===== src/core/tile_ps_regs.svh =====
// Offsets, field positions, reset values and codes of the tile status and debug bank
`ifndef TILE_PS_REGS_SVH
`define TILE_PS_REGS_SVH

// Identifier layout
`define PS_ID_TYPE           8'h0c
`define PS_ID_NUM_LSB        8

// Register numbers
`define PS_NUM_BOOT_STATUS   8'h03
`define PS_NUM_SECURITY      8'h05
`define PS_NUM_RO_CONTROL    8'h06
`define PS_NUM_RO_TILE_CELL  8'h07
`define PS_NUM_RO_TILE_WIRE  8'h08
`define PS_NUM_RO_PERI_CELL  8'h09
`define PS_NUM_RO_PERI_WIRE  8'h0a
`define PS_NUM_DBG_STATUS    8'h10
`define PS_NUM_DBG_PC        8'h11
`define PS_NUM_DBG_SP        8'h12
`define PS_NUM_DBG_RD_CORE   8'h13
`define PS_NUM_DBG_RD_REG    8'h14
`define PS_NUM_DBG_CAUSE     8'h15
`define PS_NUM_DBG_INFO      8'h16
`define PS_NUM_DBG_STOP      8'h18
`define PS_NUM_SCRATCH_BASE  5'h04

// Field positions
`define BOOT_TILE_LSB        16
`define BOOT_OTP_BIT         8
`define RO_CTRL_TILE_BIT     1
`define RO_CTRL_PERI_BIT     0
`define CAUSE_IDX_LSB        16
`define CAUSE_CORE_LSB       8

// Cause codes and reset values
`define CAUSE_HOST           3'h1
`define CAUSE_DEBUG_CALL     3'h2
`define CAUSE_IBP            3'h3
`define CAUSE_DWP            3'h4
`define CAUSE_RWP            3'h5
`define RO_CTRL_RESET        2'h0
`define CAUSE_RESET          3'h0

`endif


===== src/core/tile_ps_pkg.sv =====
// Types shared by the tile status and debug bank and its users
package tile_ps_pkg;

	// Processor status request from the core
	typedef struct packed {
		logic        rd;     // Read strobe
		logic        wr;     // Write strobe
		logic [15:0] id;     // Resource identifier
		logic [31:0] wdata;  // Write word
	} ps_req_s;

	// Answer to a request
	typedef struct packed {
		logic        ack;    // One-cycle completion
		logic        err;    // Bad identifier or unmapped
		logic [31:0] rdata;  // Read word
	} ps_rsp_s;

	// Debug entry event from the pipeline
	typedef struct packed {
		logic        entry;  // One-cycle entry pulse
		logic [2:0]  cause;  // Cause code
		logic [3:0]  hits;   // Breakpoint or watchpoint hits
		logic [7:0]  core;   // Logical core that caused it
		logic [31:0] status; // Saved status word
		logic [31:0] pc;     // Saved program counter
		logic [31:0] sp;     // Saved stack pointer
		logic [31:0] info;   // Address or resource id
	} dbg_evt_s;

	// Scratch access from the configuration path
	typedef struct packed {
		logic        wr;     // Write strobe
		logic [2:0]  idx;    // Word index
		logic [31:0] wdata;  // Write word
	} cfg_scr_s;

endpackage : tile_ps_pkg


===== src/core/tile_status_debug_regs.sv =====
// Processor status and debug register bank of one tile
`timescale 1ns/100ps
`include "tile_ps_regs.svh"

module tile_status_debug_regs
	import tile_ps_pkg::*;
(
	input  wire logic        CLK,
	input  wire logic        RST,
	input  wire logic        PWR_ON_RST,
	input  wire ps_req_s     PS_REQ,
	output      ps_rsp_s     PS_RSP,
	input  wire logic        DEBUG_MODE,
	input  wire dbg_evt_s    DBG_EVT,
	input  wire logic [7:0]  TILE_NUMBER,
	input  wire logic        OTP_BOOT_EN,
	input  wire logic [31:0] SECURITY_WORD,
	input  wire logic [7:0]  BOOT_MODE_PINS,
	input  wire logic [3:0]  RO_TICK,
	output      logic        RO_TILE_EN,
	output      logic        RO_PERI_EN,
	output      logic [31:0] SAVED_PROGRAM_COUNTER,
	output      logic [31:0] SAVED_STACK_POINTER,
	output      logic [7:0]  DEBUG_READ_CORE,
	output      logic [4:0]  DEBUG_READ_REG,
	output      logic [7:0]  CORE_STOP,
	input  wire cfg_scr_s    CFG_SCR,
	output      logic [31:0] CFG_SCR_RDATA
);

	// Status port behaviour:
	// A request is taken on the edge at which its strobe is high.
	// Ack, err and read data leave the state register one cycle later.
	// Read data holds until the next read; a write leaves it alone.
	// A read and a write in one cycle return the old word, then write.
	// Requests may follow each other on every cycle.
	// A wrong type byte or an unmapped number answers err; a read of one gets zero data.
	// Read-only numbers take a write without error and drop the data.
	// Debug-side words only take core writes while the core is in debug mode.
	// Reads are never gated, so a debugger can always look.
	//
	// Reset behaviour:
	// Both resets are synchronous and clear the whole bank to zero.
	// The oscillator counters are the exception: only power-on clears them.
	// Without a power-on reset they start unknown in simulation.
	// Sync stages are cleared too, so boot pins read zero for two cycles.
	//
	// Oscillator counters:
	// Each oscillator output is synchronised before its edges are counted,
	// so a count lags its oscillator by about three tile clocks.
	// High and low phases shorter than a tile clock may be lost; the
	// count serves as a random source, not as a frequency meter.
	// A word read while its oscillator runs may still be moving.
	// The counters wrap silently at 16 bits.
	//
	// Priority inside one cycle:
	// Debug entry beats a software write to the captured words.
	// A configuration path scratch write beats a core scratch write.
	// The configuration read port shows the word before that cycle's writes.
	//
	// Stop mask:
	// The registered stop lines drop to zero while in debug mode, so the
	// debugger can run a masked core; they return one cycle after exit.

	// Whole state of the bank
	typedef struct packed {
		logic [7:0]        boot_s1;   // Mode pin sync, first stage
		logic [7:0]        boot_s2;   // Mode pin sync, second stage
		logic [3:0]        ro_s1;     // Oscillator sync, first stage
		logic [3:0]        ro_s2;     // Oscillator sync, second stage
		logic [3:0]        ro_prev;   // Previous synced oscillator level
		logic [3:0][15:0]  ro_cnt;    // Oscillator counters
		logic [1:0]        ro_ctrl;   // Oscillator enables
		logic [31:0]       sv_status; // Saved status copy
		logic [31:0]       sv_pc;     // Saved program counter copy
		logic [31:0]       sv_sp;     // Saved stack pointer copy
		logic [7:0]        rd_core;   // Register read core operand
		logic [4:0]        rd_reg;    // Register read number operand
		logic [1:0]        bp_idx;    // Trigger index
		logic [7:0]        int_core;  // Causing core
		logic [2:0]        cause;     // Cause code
		logic [31:0]       int_info;  // Interrupt data
		logic [7:0]        stop_mask; // Per-core stop mask
		logic [7:0][31:0]  scratch;   // Shared scratch words
		logic [7:0]        core_stop; // Registered stop output
		logic [31:0]       cfg_rdata; // Configuration path read word
		ps_rsp_s           rsp;       // Registered answer
	} state_s;

	state_s      st_q;     // Current state
	state_s      st_d;     // Next state
	logic [3:0]  ro_edge;  // Counted oscillator rising edge
	logic [3:0]  ro_run;   // Oscillator enabled
	logic [7:0]  ps_num;   // Decoded register number
	logic        ps_ok;    // Identifier carries the status type
	logic [32:0] rd_word;  // Hit flag and read word

	// Tile pair follows bit 1, peripheral pair bit 0
	assign ro_run = {st_q.ro_ctrl[`RO_CTRL_PERI_BIT], st_q.ro_ctrl[`RO_CTRL_PERI_BIT],
		st_q.ro_ctrl[`RO_CTRL_TILE_BIT], st_q.ro_ctrl[`RO_CTRL_TILE_BIT]};

	// Edge detect per oscillator, only on the second sync stage
	genvar g;
	generate
		for (g = 0; g < 4; g++)
		begin : g_ro
			assign ro_edge[g] = ro_run[g] & st_q.ro_s2[g] & ~st_q.ro_prev[g];
		end
	endgenerate

	// Identifier decode; low byte is the status resource type
	assign ps_ok  = (PS_REQ.id[7:0] == `PS_ID_TYPE);
	assign ps_num = PS_REQ.id[15:`PS_ID_NUM_LSB];

	// Lowest set trigger wins
	function automatic logic [1:0] lowest_hit(input logic [3:0] hits);
		logic [1:0] idx;
		idx = 2'h0;
		for (int i = 3; i >= 0; i--)
		begin
			if (hits[i])
			begin
				idx = 2'(i);
			end
		end
		return idx;
	endfunction : lowest_hit

	// Read multiplexer; reserved bits come back as zero
	function automatic logic [32:0] read_word(input logic [7:0] num, input state_s s);
		logic [32:0] w;
		w = {1'b1, 32'h0000_0000};
		case (num)
			`PS_NUM_BOOT_STATUS :
			begin
				w[`BOOT_TILE_LSB +: 8] = TILE_NUMBER;
				w[`BOOT_OTP_BIT]  = OTP_BOOT_EN;
				w[7:0]            = s.boot_s2;
			end
			`PS_NUM_SECURITY :
			begin
				w[31:0] = SECURITY_WORD;
			end
			`PS_NUM_RO_CONTROL :
			begin
				w[1:0] = s.ro_ctrl;
			end
			// Counters are live; stable only while stopped
			`PS_NUM_RO_TILE_CELL : w[15:0] = s.ro_cnt[0];
			`PS_NUM_RO_TILE_WIRE : w[15:0] = s.ro_cnt[1];
			`PS_NUM_RO_PERI_CELL : w[15:0] = s.ro_cnt[2];
			`PS_NUM_RO_PERI_WIRE : w[15:0] = s.ro_cnt[3];
			`PS_NUM_DBG_STATUS   : w[31:0] = s.sv_status;
			`PS_NUM_DBG_PC       : w[31:0] = s.sv_pc;
			`PS_NUM_DBG_SP       : w[31:0] = s.sv_sp;
			`PS_NUM_DBG_RD_CORE  : w[7:0]  = s.rd_core;
			`PS_NUM_DBG_RD_REG   : w[4:0]  = s.rd_reg;
			`PS_NUM_DBG_CAUSE :
			begin
				w[`CAUSE_IDX_LSB +: 2]  = s.bp_idx;
				w[`CAUSE_CORE_LSB +: 8] = s.int_core;
				w[2:0]   = s.cause;
			end
			`PS_NUM_DBG_INFO     : w[31:0] = s.int_info;
			`PS_NUM_DBG_STOP     : w[7:0]  = s.stop_mask;
			default :
			begin
				// Scratch window or unmapped
				if (num[7:3] == `PS_NUM_SCRATCH_BASE)
				begin
					w[31:0] = s.scratch[num[2:0]];
				end
				else
				begin
					w = 33'h0_0000_0000;
				end
			end
		endcase
		return w;
	endfunction : read_word

	// Read word; a process, so that the live inputs sampled inside the
	// function wake it up as well as the arguments do
	always_comb
	begin
		rd_word = read_word(ps_num, st_q);
	end

	// Next-state logic for the whole bank
	always_comb
	begin
		st_d         = st_q;
		st_d.rsp.ack = 1'b0;
		st_d.rsp.err = 1'b0;

		// Two-stage sync of pins and oscillators
		st_d.boot_s1 = BOOT_MODE_PINS;
		st_d.boot_s2 = st_q.boot_s1;
		st_d.ro_s1   = RO_TICK;
		st_d.ro_s2   = st_q.ro_s1;
		st_d.ro_prev = st_q.ro_s2;

		// Count synced edges; wraps at 16 bits
		// Only enabled oscillators count, see the edge detect above
		for (int i = 0; i < 4; i++)
		begin
			if (ro_edge[i])
			begin
				st_d.ro_cnt[i] = st_q.ro_cnt[i] + 16'h0001;
			end
		end

		// Read: answer next cycle
		if (PS_REQ.rd)
		begin
			st_d.rsp.ack   = 1'b1;
			st_d.rsp.err   = ~(ps_ok & rd_word[32]);
			st_d.rsp.rdata = (ps_ok & rd_word[32]) ? rd_word[31:0] : 32'h0000_0000;
		end

		// Write: debug registers only take data in debug mode
		if (PS_REQ.wr)
		begin
			st_d.rsp.ack = 1'b1;
			st_d.rsp.err = ~(ps_ok & rd_word[32]);
			if (ps_ok)
			begin
				case (ps_num)
					`PS_NUM_RO_CONTROL :
					begin
						// Enables are not gated by debug mode
						st_d.ro_ctrl = PS_REQ.wdata[1:0];
					end
					`PS_NUM_DBG_PC :
					begin
						if (DEBUG_MODE)
						begin
							// Debugger may patch the return address
							st_d.sv_pc = PS_REQ.wdata;
						end
					end
					`PS_NUM_DBG_SP :
					begin
						if (DEBUG_MODE)
						begin
							// Debugger may patch the return stack
							st_d.sv_sp = PS_REQ.wdata;
						end
					end
					`PS_NUM_DBG_RD_CORE :
					begin
						if (DEBUG_MODE)
						begin
							// Upper bits are reserved and dropped
							st_d.rd_core = PS_REQ.wdata[7:0];
						end
					end
					`PS_NUM_DBG_RD_REG :
					begin
						if (DEBUG_MODE)
						begin
							// Upper bits are reserved and dropped
							st_d.rd_reg = PS_REQ.wdata[4:0];
						end
					end
					`PS_NUM_DBG_CAUSE :
					begin
						if (DEBUG_MODE)
						begin
							// Debugger may rewrite the cause word by hand
							st_d.bp_idx   = PS_REQ.wdata[`CAUSE_IDX_LSB +: 2];
							st_d.int_core = PS_REQ.wdata[`CAUSE_CORE_LSB +: 8];
							st_d.cause    = PS_REQ.wdata[2:0];
						end
					end
					`PS_NUM_DBG_INFO :
					begin
						if (DEBUG_MODE)
						begin
							// Whole word is writable
							st_d.int_info = PS_REQ.wdata;
						end
					end
					`PS_NUM_DBG_STOP :
					begin
						if (DEBUG_MODE)
						begin
							// Any pattern is kept; one-hot is up to software
							st_d.stop_mask = PS_REQ.wdata[7:0];
						end
					end
					default :
					begin
						// Scratch words; read-only and unmapped numbers drop the data
						if (DEBUG_MODE && ps_num[7:3] == `PS_NUM_SCRATCH_BASE)
						begin
							st_d.scratch[ps_num[2:0]] = PS_REQ.wdata;
						end
					end
				endcase
			end
		end

		// Configuration path write lands after the core write, so it wins a collision
		if (CFG_SCR.wr)
		begin
			st_d.scratch[CFG_SCR.idx] = CFG_SCR.wdata;
		end
		st_d.cfg_rdata = st_q.scratch[CFG_SCR.idx];

		// Debug entry overrides a software write of the same cycle to the words it captures
		if (DBG_EVT.entry)
		begin
			// Capture the interrupted context
			st_d.sv_status = DBG_EVT.status;
			st_d.sv_pc     = DBG_EVT.pc;
			st_d.sv_sp     = DBG_EVT.sp;
			st_d.cause     = DBG_EVT.cause;
			// Host requests have no causing core
			st_d.int_core  = (DBG_EVT.cause == `CAUSE_HOST) ? 8'h00 : DBG_EVT.core;
			// Index only for hardware triggers
			if (DBG_EVT.cause == `CAUSE_IBP || DBG_EVT.cause == `CAUSE_DWP ||
				DBG_EVT.cause == `CAUSE_RWP)
			begin
				st_d.bp_idx = lowest_hit(DBG_EVT.hits);
			end
			else
			begin
				st_d.bp_idx = 2'h0;
			end
			// Data only meaningful for the two watchpoint kinds
			if (DBG_EVT.cause == `CAUSE_DWP || DBG_EVT.cause == `CAUSE_RWP)
			begin
				st_d.int_info = DBG_EVT.info;
			end
		end

		// Masked cores held outside debug mode; cleared while debugging
		st_d.core_stop = DEBUG_MODE ? 8'h00 : st_q.stop_mask;

		// Reset; counters keep their value except at power-on
		if (RST || PWR_ON_RST)
		begin
			// Clear everything, then restore what must survive
			st_d         = '0;
			st_d.ro_ctrl = `RO_CTRL_RESET;
			st_d.cause   = `CAUSE_RESET;
			st_d.ro_cnt  = PWR_ON_RST ? '0 : st_q.ro_cnt;
		end
	end

	// Single state register
	always_ff @(posedge CLK)
	begin
		st_q <= st_d;
	end

	// Outputs straight from the state register
	assign PS_RSP                = st_q.rsp;
	assign RO_TILE_EN            = st_q.ro_ctrl[`RO_CTRL_TILE_BIT];
	assign RO_PERI_EN            = st_q.ro_ctrl[`RO_CTRL_PERI_BIT];
	assign SAVED_PROGRAM_COUNTER = st_q.sv_pc;
	assign SAVED_STACK_POINTER   = st_q.sv_sp;
	assign DEBUG_READ_CORE       = st_q.rd_core;
	assign DEBUG_READ_REG        = st_q.rd_reg;
	assign CORE_STOP             = st_q.core_stop;
	assign CFG_SCR_RDATA         = st_q.cfg_rdata;

endmodule : tile_status_debug_regs


===== config.mk =====
export PLATFORM = sky130hd
export DESIGN_NAME = tile_status_debug_regs
export DESIGN_NICKNAME = d
export VERILOG_FILES = /design/src/core/tile_ps_pkg.sv /design/src/core/tile_status_debug_regs.sv
export VERILOG_INCLUDE_DIRS = /design/src /design/src/core
export SDC_FILE = /design/constraint.sdc
export NUM_CORES = 2
export LEC_CHECK = 0
export BUFFER_PORTS_ARGS = -buffer_cell sky130_fd_sc_hd__buf_2
export CORE_UTILIZATION = 35
export CTS_CLUSTER_SIZE = 25
export DETAILED_ROUTE_END_ITERATION = 6
export PLACE_DENSITY = 0.57
export REMOVE_ABC_BUFFERS = 1
export SLEW_MARGIN = 20
export SYNTH_ARGS = -nofsm -noshare
export SYNTH_HDL_FRONTEND = slang
export SYNTH_SLANG_ARGS = --single-unit

===== constraint.sdc =====
create_clock -name CLK -period 4.55 [get_ports CLK]
set_input_delay 0.6825 -clock CLK [delete_from_list [all_inputs] [get_ports CLK]]
set_output_delay 0.6825 -clock CLK [all_outputs]
set_load 0.02 [all_outputs]

# After elaboration in Yosys (flattened, before gate mapping)
# Index checks and enable logic that the tools add are counted.
dict set report word_totals {
  reg_bits 586
  latch_bits 0
  ramBits 0
  rom_bits 0
  input_bits 287
  output_inout_bits 153
  word_cells 177
  mem_count 0
}
dict set report op_classes {
  n_addsub 4
  multipliers 0
  div 0
  order_cmp 4
  eq_ne 22
  shifts 0
  n_mux 62
  n_bitwise 14
  reduce_logical 38
}
# operator n
set ops {}
lappend ops {{$mux 386} 2}
lappend ops {{$mux 256} 3}
lappend ops {{$mux 558} 1}
lappend ops {{$bwmux 256} 2}
lappend ops {{$mux 32} 12}
lappend ops {{$bmux 32 s3} 2}
lappend ops {{$demux 32 s3} 2}
lappend ops {{$mux 96} 1}
lappend ops {{$pmux 7 s11} 1}
lappend ops {{$add 16x1->16 const B} 4}
lappend ops {{$eq 8x5->1 const B} 8}
lappend ops {{$mux 16} 4}
lappend ops {{$mux 64} 1}
lappend ops {{$mux 8} 6}
lappend ops {{$pmux 8 s6} 1}
lappend ops {{$mux 45} 1}
lappend ops {{$pmux 6 s7} 1}
lappend ops {{$pmux 3 s13} 1}
lappend ops {{$mux 34} 1}
lappend ops {{$eq 8x4->1 const B} 4}
lappend ops {{$pmux 2 s15} 1}
lappend ops {{$pmux 2 s14} 1}
lappend ops {{$mux 13} 2}
lappend ops {{$eq 8x3->1 const B} 3}
lappend ops {{other kinds (30)} 79}

# Logic depth before layout (Yosys ltp)
dict set report depth {
  ltp_word 12
  depth_mapped 10
  ltp_nobuf 7
}

# Worst setup path before layout
# OpenSTA, ideal clock, no wires.
dict set report synth_path {
  path_kind {input to register}
  start {input PS_REQ[37] in the netlist's numbering}
  end {register st_q, in the netlist SAVED_PROGRAM_COUNTER[21]}
  setup_ns 0.123
  arrival_time_ns 2.285
  required_time_ns 4.427
  slack_ns 2.142
  path_stages 7
  path_buffers 1
  cell_sequence {nor4_4 nand4b_4 nor3_4 nor3_2 buf_2 a222oi_1 inv_1}
}
dict set report synth_between {
  elab_chain_len 3
}
# item line_no
set synth_lines {}
lappend synth_lines {{start: declaration} tile_status_debug_regs.sv:11} ;# input wire ps_req_s PS_REQ,
lappend synth_lines {{$eq 8x4->1 (no line)} --}
lappend synth_lines {{$reduce_bool 2->1 (no line)} --}
lappend synth_lines {{$reduce_and 4->1 (no line)} --}
lappend synth_lines {{end signal: assignment} tile_status_debug_regs.sv:355} ;# st_q <= st_d;
lappend synth_lines {{end: declaration} tile_status_debug_regs.sv:90} ;# state_s st_q;
# No other way between the ends.
# A chain may end at the register's enable or synchronous reset.

# Worst setup path in the final report
dict set report layout_path {
  start {input PS_REQ[44] in the netlist's numbering}
  end {register st_q, in the netlist SAVED_PROGRAM_COUNTER[10]}
}
dict set report layout_between {
  elab_chain_len 3
}
# item line_no
set layout_lines {}
lappend layout_lines {{$eq 8x5->1} tile_status_debug_regs.sv:228} ;# case (ps_num)
lappend layout_lines {{$reduce_bool 2->1 (no line)} --}
lappend layout_lines {{$reduce_and 4->1 (no line)} --}
# No other way between the ends.

==> impl_summary.md <==
Timing
After layout, the minimum clock period comes to about 2.9 ns. After layout, the worst path uses between 60% and 70% of the clock period. The final-report hold violation count is 0. The final worst clock skew is 0.0330 ns.

The setup TNS is 0 ns. Setup repair after global routing left no endpoint under its margin. The headroom to the max-slew limit is approximately a quarter.

The worst hold margin is between 0.2 and 0.3 ns. The number of pins exceeding their max-slew limit in the final report is 0. Setup violations remaining at the end of the flow were counted as 0. Across all setup checks in the final design, the least slack found is ~1.6 ns. The highest achievable clock rate is approximately 340 MHz. For the pin with the worst max-slew slack, the measured transition is 1.14 ns.

Die
The die span in y is between 200 and 300 µm. The floorplan has roughly 110 rows. 440 I/O pins were placed. The core region is between 80000 and 90000 µm². In this run the horizontal extent of the chip is roughly 300 µm. The die covers about 90000 µm². The initial standard-cell utilization of the core is between 30% and 40%.

Final layout
The number of nets in the finished design is approximately 4000. For this run, the number of standard cells in the final layout without fillers is ~4900. The share of layout cells above drive strength 1 is about 22%. Cells fill 40.4% of the core in the end. The synthesis-to-finish area growth is 13.8%.

Clocking
The post-cts sizing count is 0. Hold repair after CTS inserted 0 buffers. The clock tree synthesis step divided the H-tree into 3 levels. The later pin in the worst-skew pair is clocked with a latency of 0.63 ns. Once the clock tree was built, the setup fixing pass inserted 0 buffers. The number of buffers created by CTS is 68.

For this design, the sink count on the clock tree is 586. Clock-pin slew was measured on the worst setup and hold paths at about 0.06 ns. TritonCTS built the clock tree. The maximum buffer depth of the clock tree is 3. Clock tree synthesis selected as its root buffer the cell sky130_fd_sc_hd__clkbuf_16.

Place
During placement, the flow inserted port buffers numbering 439. Before CTS, the worst setup slack after placement is ~1.1 ns. Including well taps, the total number of placed cells is 4772. Routability-driven placement finished with a final weighted congestion of about 0.96. Detailed placement ended at an HPWL of around 90 mm.

Synth
By area the synthesized netlist is led by sky130_fd_sc_hd__dfxtp_1, sky130_fd_sc_hd__mux4_2, sky130_fd_sc_hd__nand2_1. The post-synthesis area per instance is 8.70 µm². Synthesis produced a netlist whose cell count is between 3000 and 4000. Sorting the synthesized cells by how often they occur yields sky130_fd_sc_hd__nand2_1, sky130_fd_sc_hd__dfxtp_1, sky130_fd_sc_hd__o21ai_0.

The biggest area contributor in the post-synthesis netlist is sky130_fd_sc_hd__dfxtp_1. Among all flip-flop cells after synthesis, the most frequent one is sky130_fd_sc_hd__dfxtp_1. The part of the Yosys area used for sequential elements is between 30% and 40%. The number of synthesized flops with an enable pin is between 60 and 70. The flip-flop and latch count after synthesis is 586. Summing every instance area after synthesis gives roughly 31000 µm². The area share of the leading cell type in the synthesized netlist is between 30% and 40%. In the post-synthesis netlist, the cell with the most instances is sky130_fd_sc_hd__nand2_1. The Yosys step of the flow raised 0 warnings.

The proportion of register bits with asynchronous set or reset after synthesis is 0%. The number of distinct library cells after synthesis is 79.

Outcome
The run finished, with violations left. The checks that failed: DRC.

Critical path
Data on the critical path is required at its endpoint by approximately 5.0 ns. For this design, the slowest cell found on the critical path is sky130_fd_sc_hd__nor2b_1. The signal on the critical path passes through buf_2, buf_4, nor2b_1, nand2_1, buf_4, nor3_4, buf_4, nor2_1, buf_4, nand2_1, a21oi_1.

The most frequent cell on the critical path is sky130_fd_sc_hd__buf_4. STA classifies the critical path endpoint as a register. The largest single stage delay on the critical path is around 0.67 ns.

The classification of the worst setup path is input pin to register. The worst register-to-register path has a depth of 6. The kind of launch point of the worst setup path is an input pin. In this run the worst path has a maximum fanout of 21.

Data on the critical path arrives at its endpoint at between 3 and 4 ns.

GRT
The first-pass GRT wire length is 196 mm. The leftover overflow at the end of global routing is 0. The via count of the first global-routing pass came to between 20000 and 30000. For this run, the total global-route usage over all layers was measured as between 20 and 30%. Entering global routing, the biggest net connects ~190 pins.

The number of antenna violations at the first check in global routing is 23.

Power
Dividing total power by cell area gives a power density of 342 nW/µm². The power share of the clock group is roughly 45%. The cell-internal power is 0.00880 W. The net switching power is 0.00324 W. The analysis attributes to cell leakage a power of 12.4 nW.

The share of total power in sequential cells is between 40% and 50%. The portion of total power attributed to combinational logic is a little under a tenth. VDD sags by at most around 220 µV. In this run switching power makes up 26.9% of total power.

Routing
The count of nets left with antenna violations after detail routing is 0. The routed layout has between 20000 and 30000 vias. The post-detailed-route via-to-cell ratio is 6.07. The number of design-rule violations left by the first detailed-router iteration is 4079. After detailed routing, the number of remaining DRC violations is 3. For this run, the detailed router's first-pass iteration total came to 7. The wire length reported by the detailed router is roughly 140 mm. In the final routed layout, each cell accounts on average for about 28 µm.

Run
The tool flagged a number of max-cap violations equal to 0.

Hold path
The kind of path behind the tightest hold check is input pin to register. Along the worst hold path, the cell count comes to 2.
[through the flow]
step,area [µm²],total power [W]
floorplan,28500,0.00600
global placement,33100,0.00667
detailed placement,33100,0.00667
CTS,35200,0.0121
global route,35200,0.0124
finish,35200,0.0120
[registers in the layout, summed over array words and instances, names as in the netlist]
name	cells
CFG_SCR_RDATA	32
CORE_STOP	8
DEBUG_READ_CORE	8
DEBUG_READ_REG	5
PS_RSP	34
RO_PERI_EN	1
RO_TILE_EN	1
SAVED_PROGRAM_COUNTER	32
SAVED_STACK_POINTER	32
st_q	433
[cell families (layout without fill, tap and decap cells)]
| family | count (synthesis) | count (layout) | share of synthesized area [%] |
|---|---|---|---|
| muxes | 301 | 301 | 14.8 |
| xor gates and xnor gates | 42 | 42 | 1.19 |
| adders and majority gates | 6 | 6 | 0.226 |
| and+or+nand+nor | 1183 | 1183 | 16.8 |
| DFF | 586 | 586 | 40.0 |
| other | 0 | 5 | 0 |
| buffers and inverters | 512 | 689 | 8.48 |
| AOI/OAI and AO/OA | 931 | 931 | 18.6 |
[placed cells by master, fill, tap and decap left out, types with 39 or more instances in the layout]
cell type                     n
sky130_fd_sc_hd__a31oi_1    262
sky130_fd_sc_hd__o21ai_0    296
sky130_fd_sc_hd__nor2_1     210
sky130_fd_sc_hd__nand2_1    698
sky130_fd_sc_hd__edfxtp_1    64
sky130_fd_sc_hd__mux2i_1    161
sky130_fd_sc_hd__a211oi_1    41
sky130_fd_sc_hd__a21oi_1    104
sky130_fd_sc_hd__and2_1      48
sky130_fd_sc_hd__mux4_2     123
sky130_fd_sc_hd__a22oi_1     63
sky130_fd_sc_hd__nand3_1     55
sky130_fd_sc_hd__a32oi_1     39
sky130_fd_sc_hd__clkbuf_16   69
sky130_fd_sc_hd__buf_4       92
sky130_fd_sc_hd__buf_2      435
sky130_fd_sc_hd__dfxtp_1    522
[metal layers]
| metal | global-route usage (%) | part of all wire [%] |
|---|---|---|
| met1 | 40.1 | 40 |
| met2 | 45.8 | 45 |
| met3 | 5.41 | 10 |
| met4 | 13.2 | 4.8 |
| met5 | 0 | 0.053 |
[power by group through the flow]
stage | logic, W | clock network, W | registers [W]
floorplan | 0.000472 | 0 | 0.00553
global placement | 0.00112 | 0 | 0.00554
detailed placement | 0.00113 | 0 | 0.00555
CTS | 0.00113 | 0.00551 | 0.00543
global route | 0.00121 | 0.00572 | 0.00544
finish | 0.00115 | 0.00546 | 0.00544
[critical path: cells and delay by family]
family,cells,cell delay (ns)
buffers and inverters,5,1.37
and+or+nand+nor,5,1.28
AOI/OAI and AO/OA,1,0.06
[final timing paths]
kind,startpoint,end,slack [ns]
hold reg to reg,st_q[583],st_q[575],0.42
setup reg to reg,st_q[515],st_q[525],2.23
setup / recovery,PS_REQ[44],SAVED_PROGRAM_COUNTER[10],1.62
hold / removal,RO_TICK[3],st_q[569],0.25
[area by class of cell]
cell class	count	area, µm²
fillers	8735	51900
multi-input cells	2463	16100
flip-flops and latches	586	12400
repair buffers	536	3030
clock buffers	100	1980
well taps	1155	1450
clock inverters	21	179
inverters	32	120
diodes	5	12.5
Note: power is estimated with default switching activity, not from simulation.
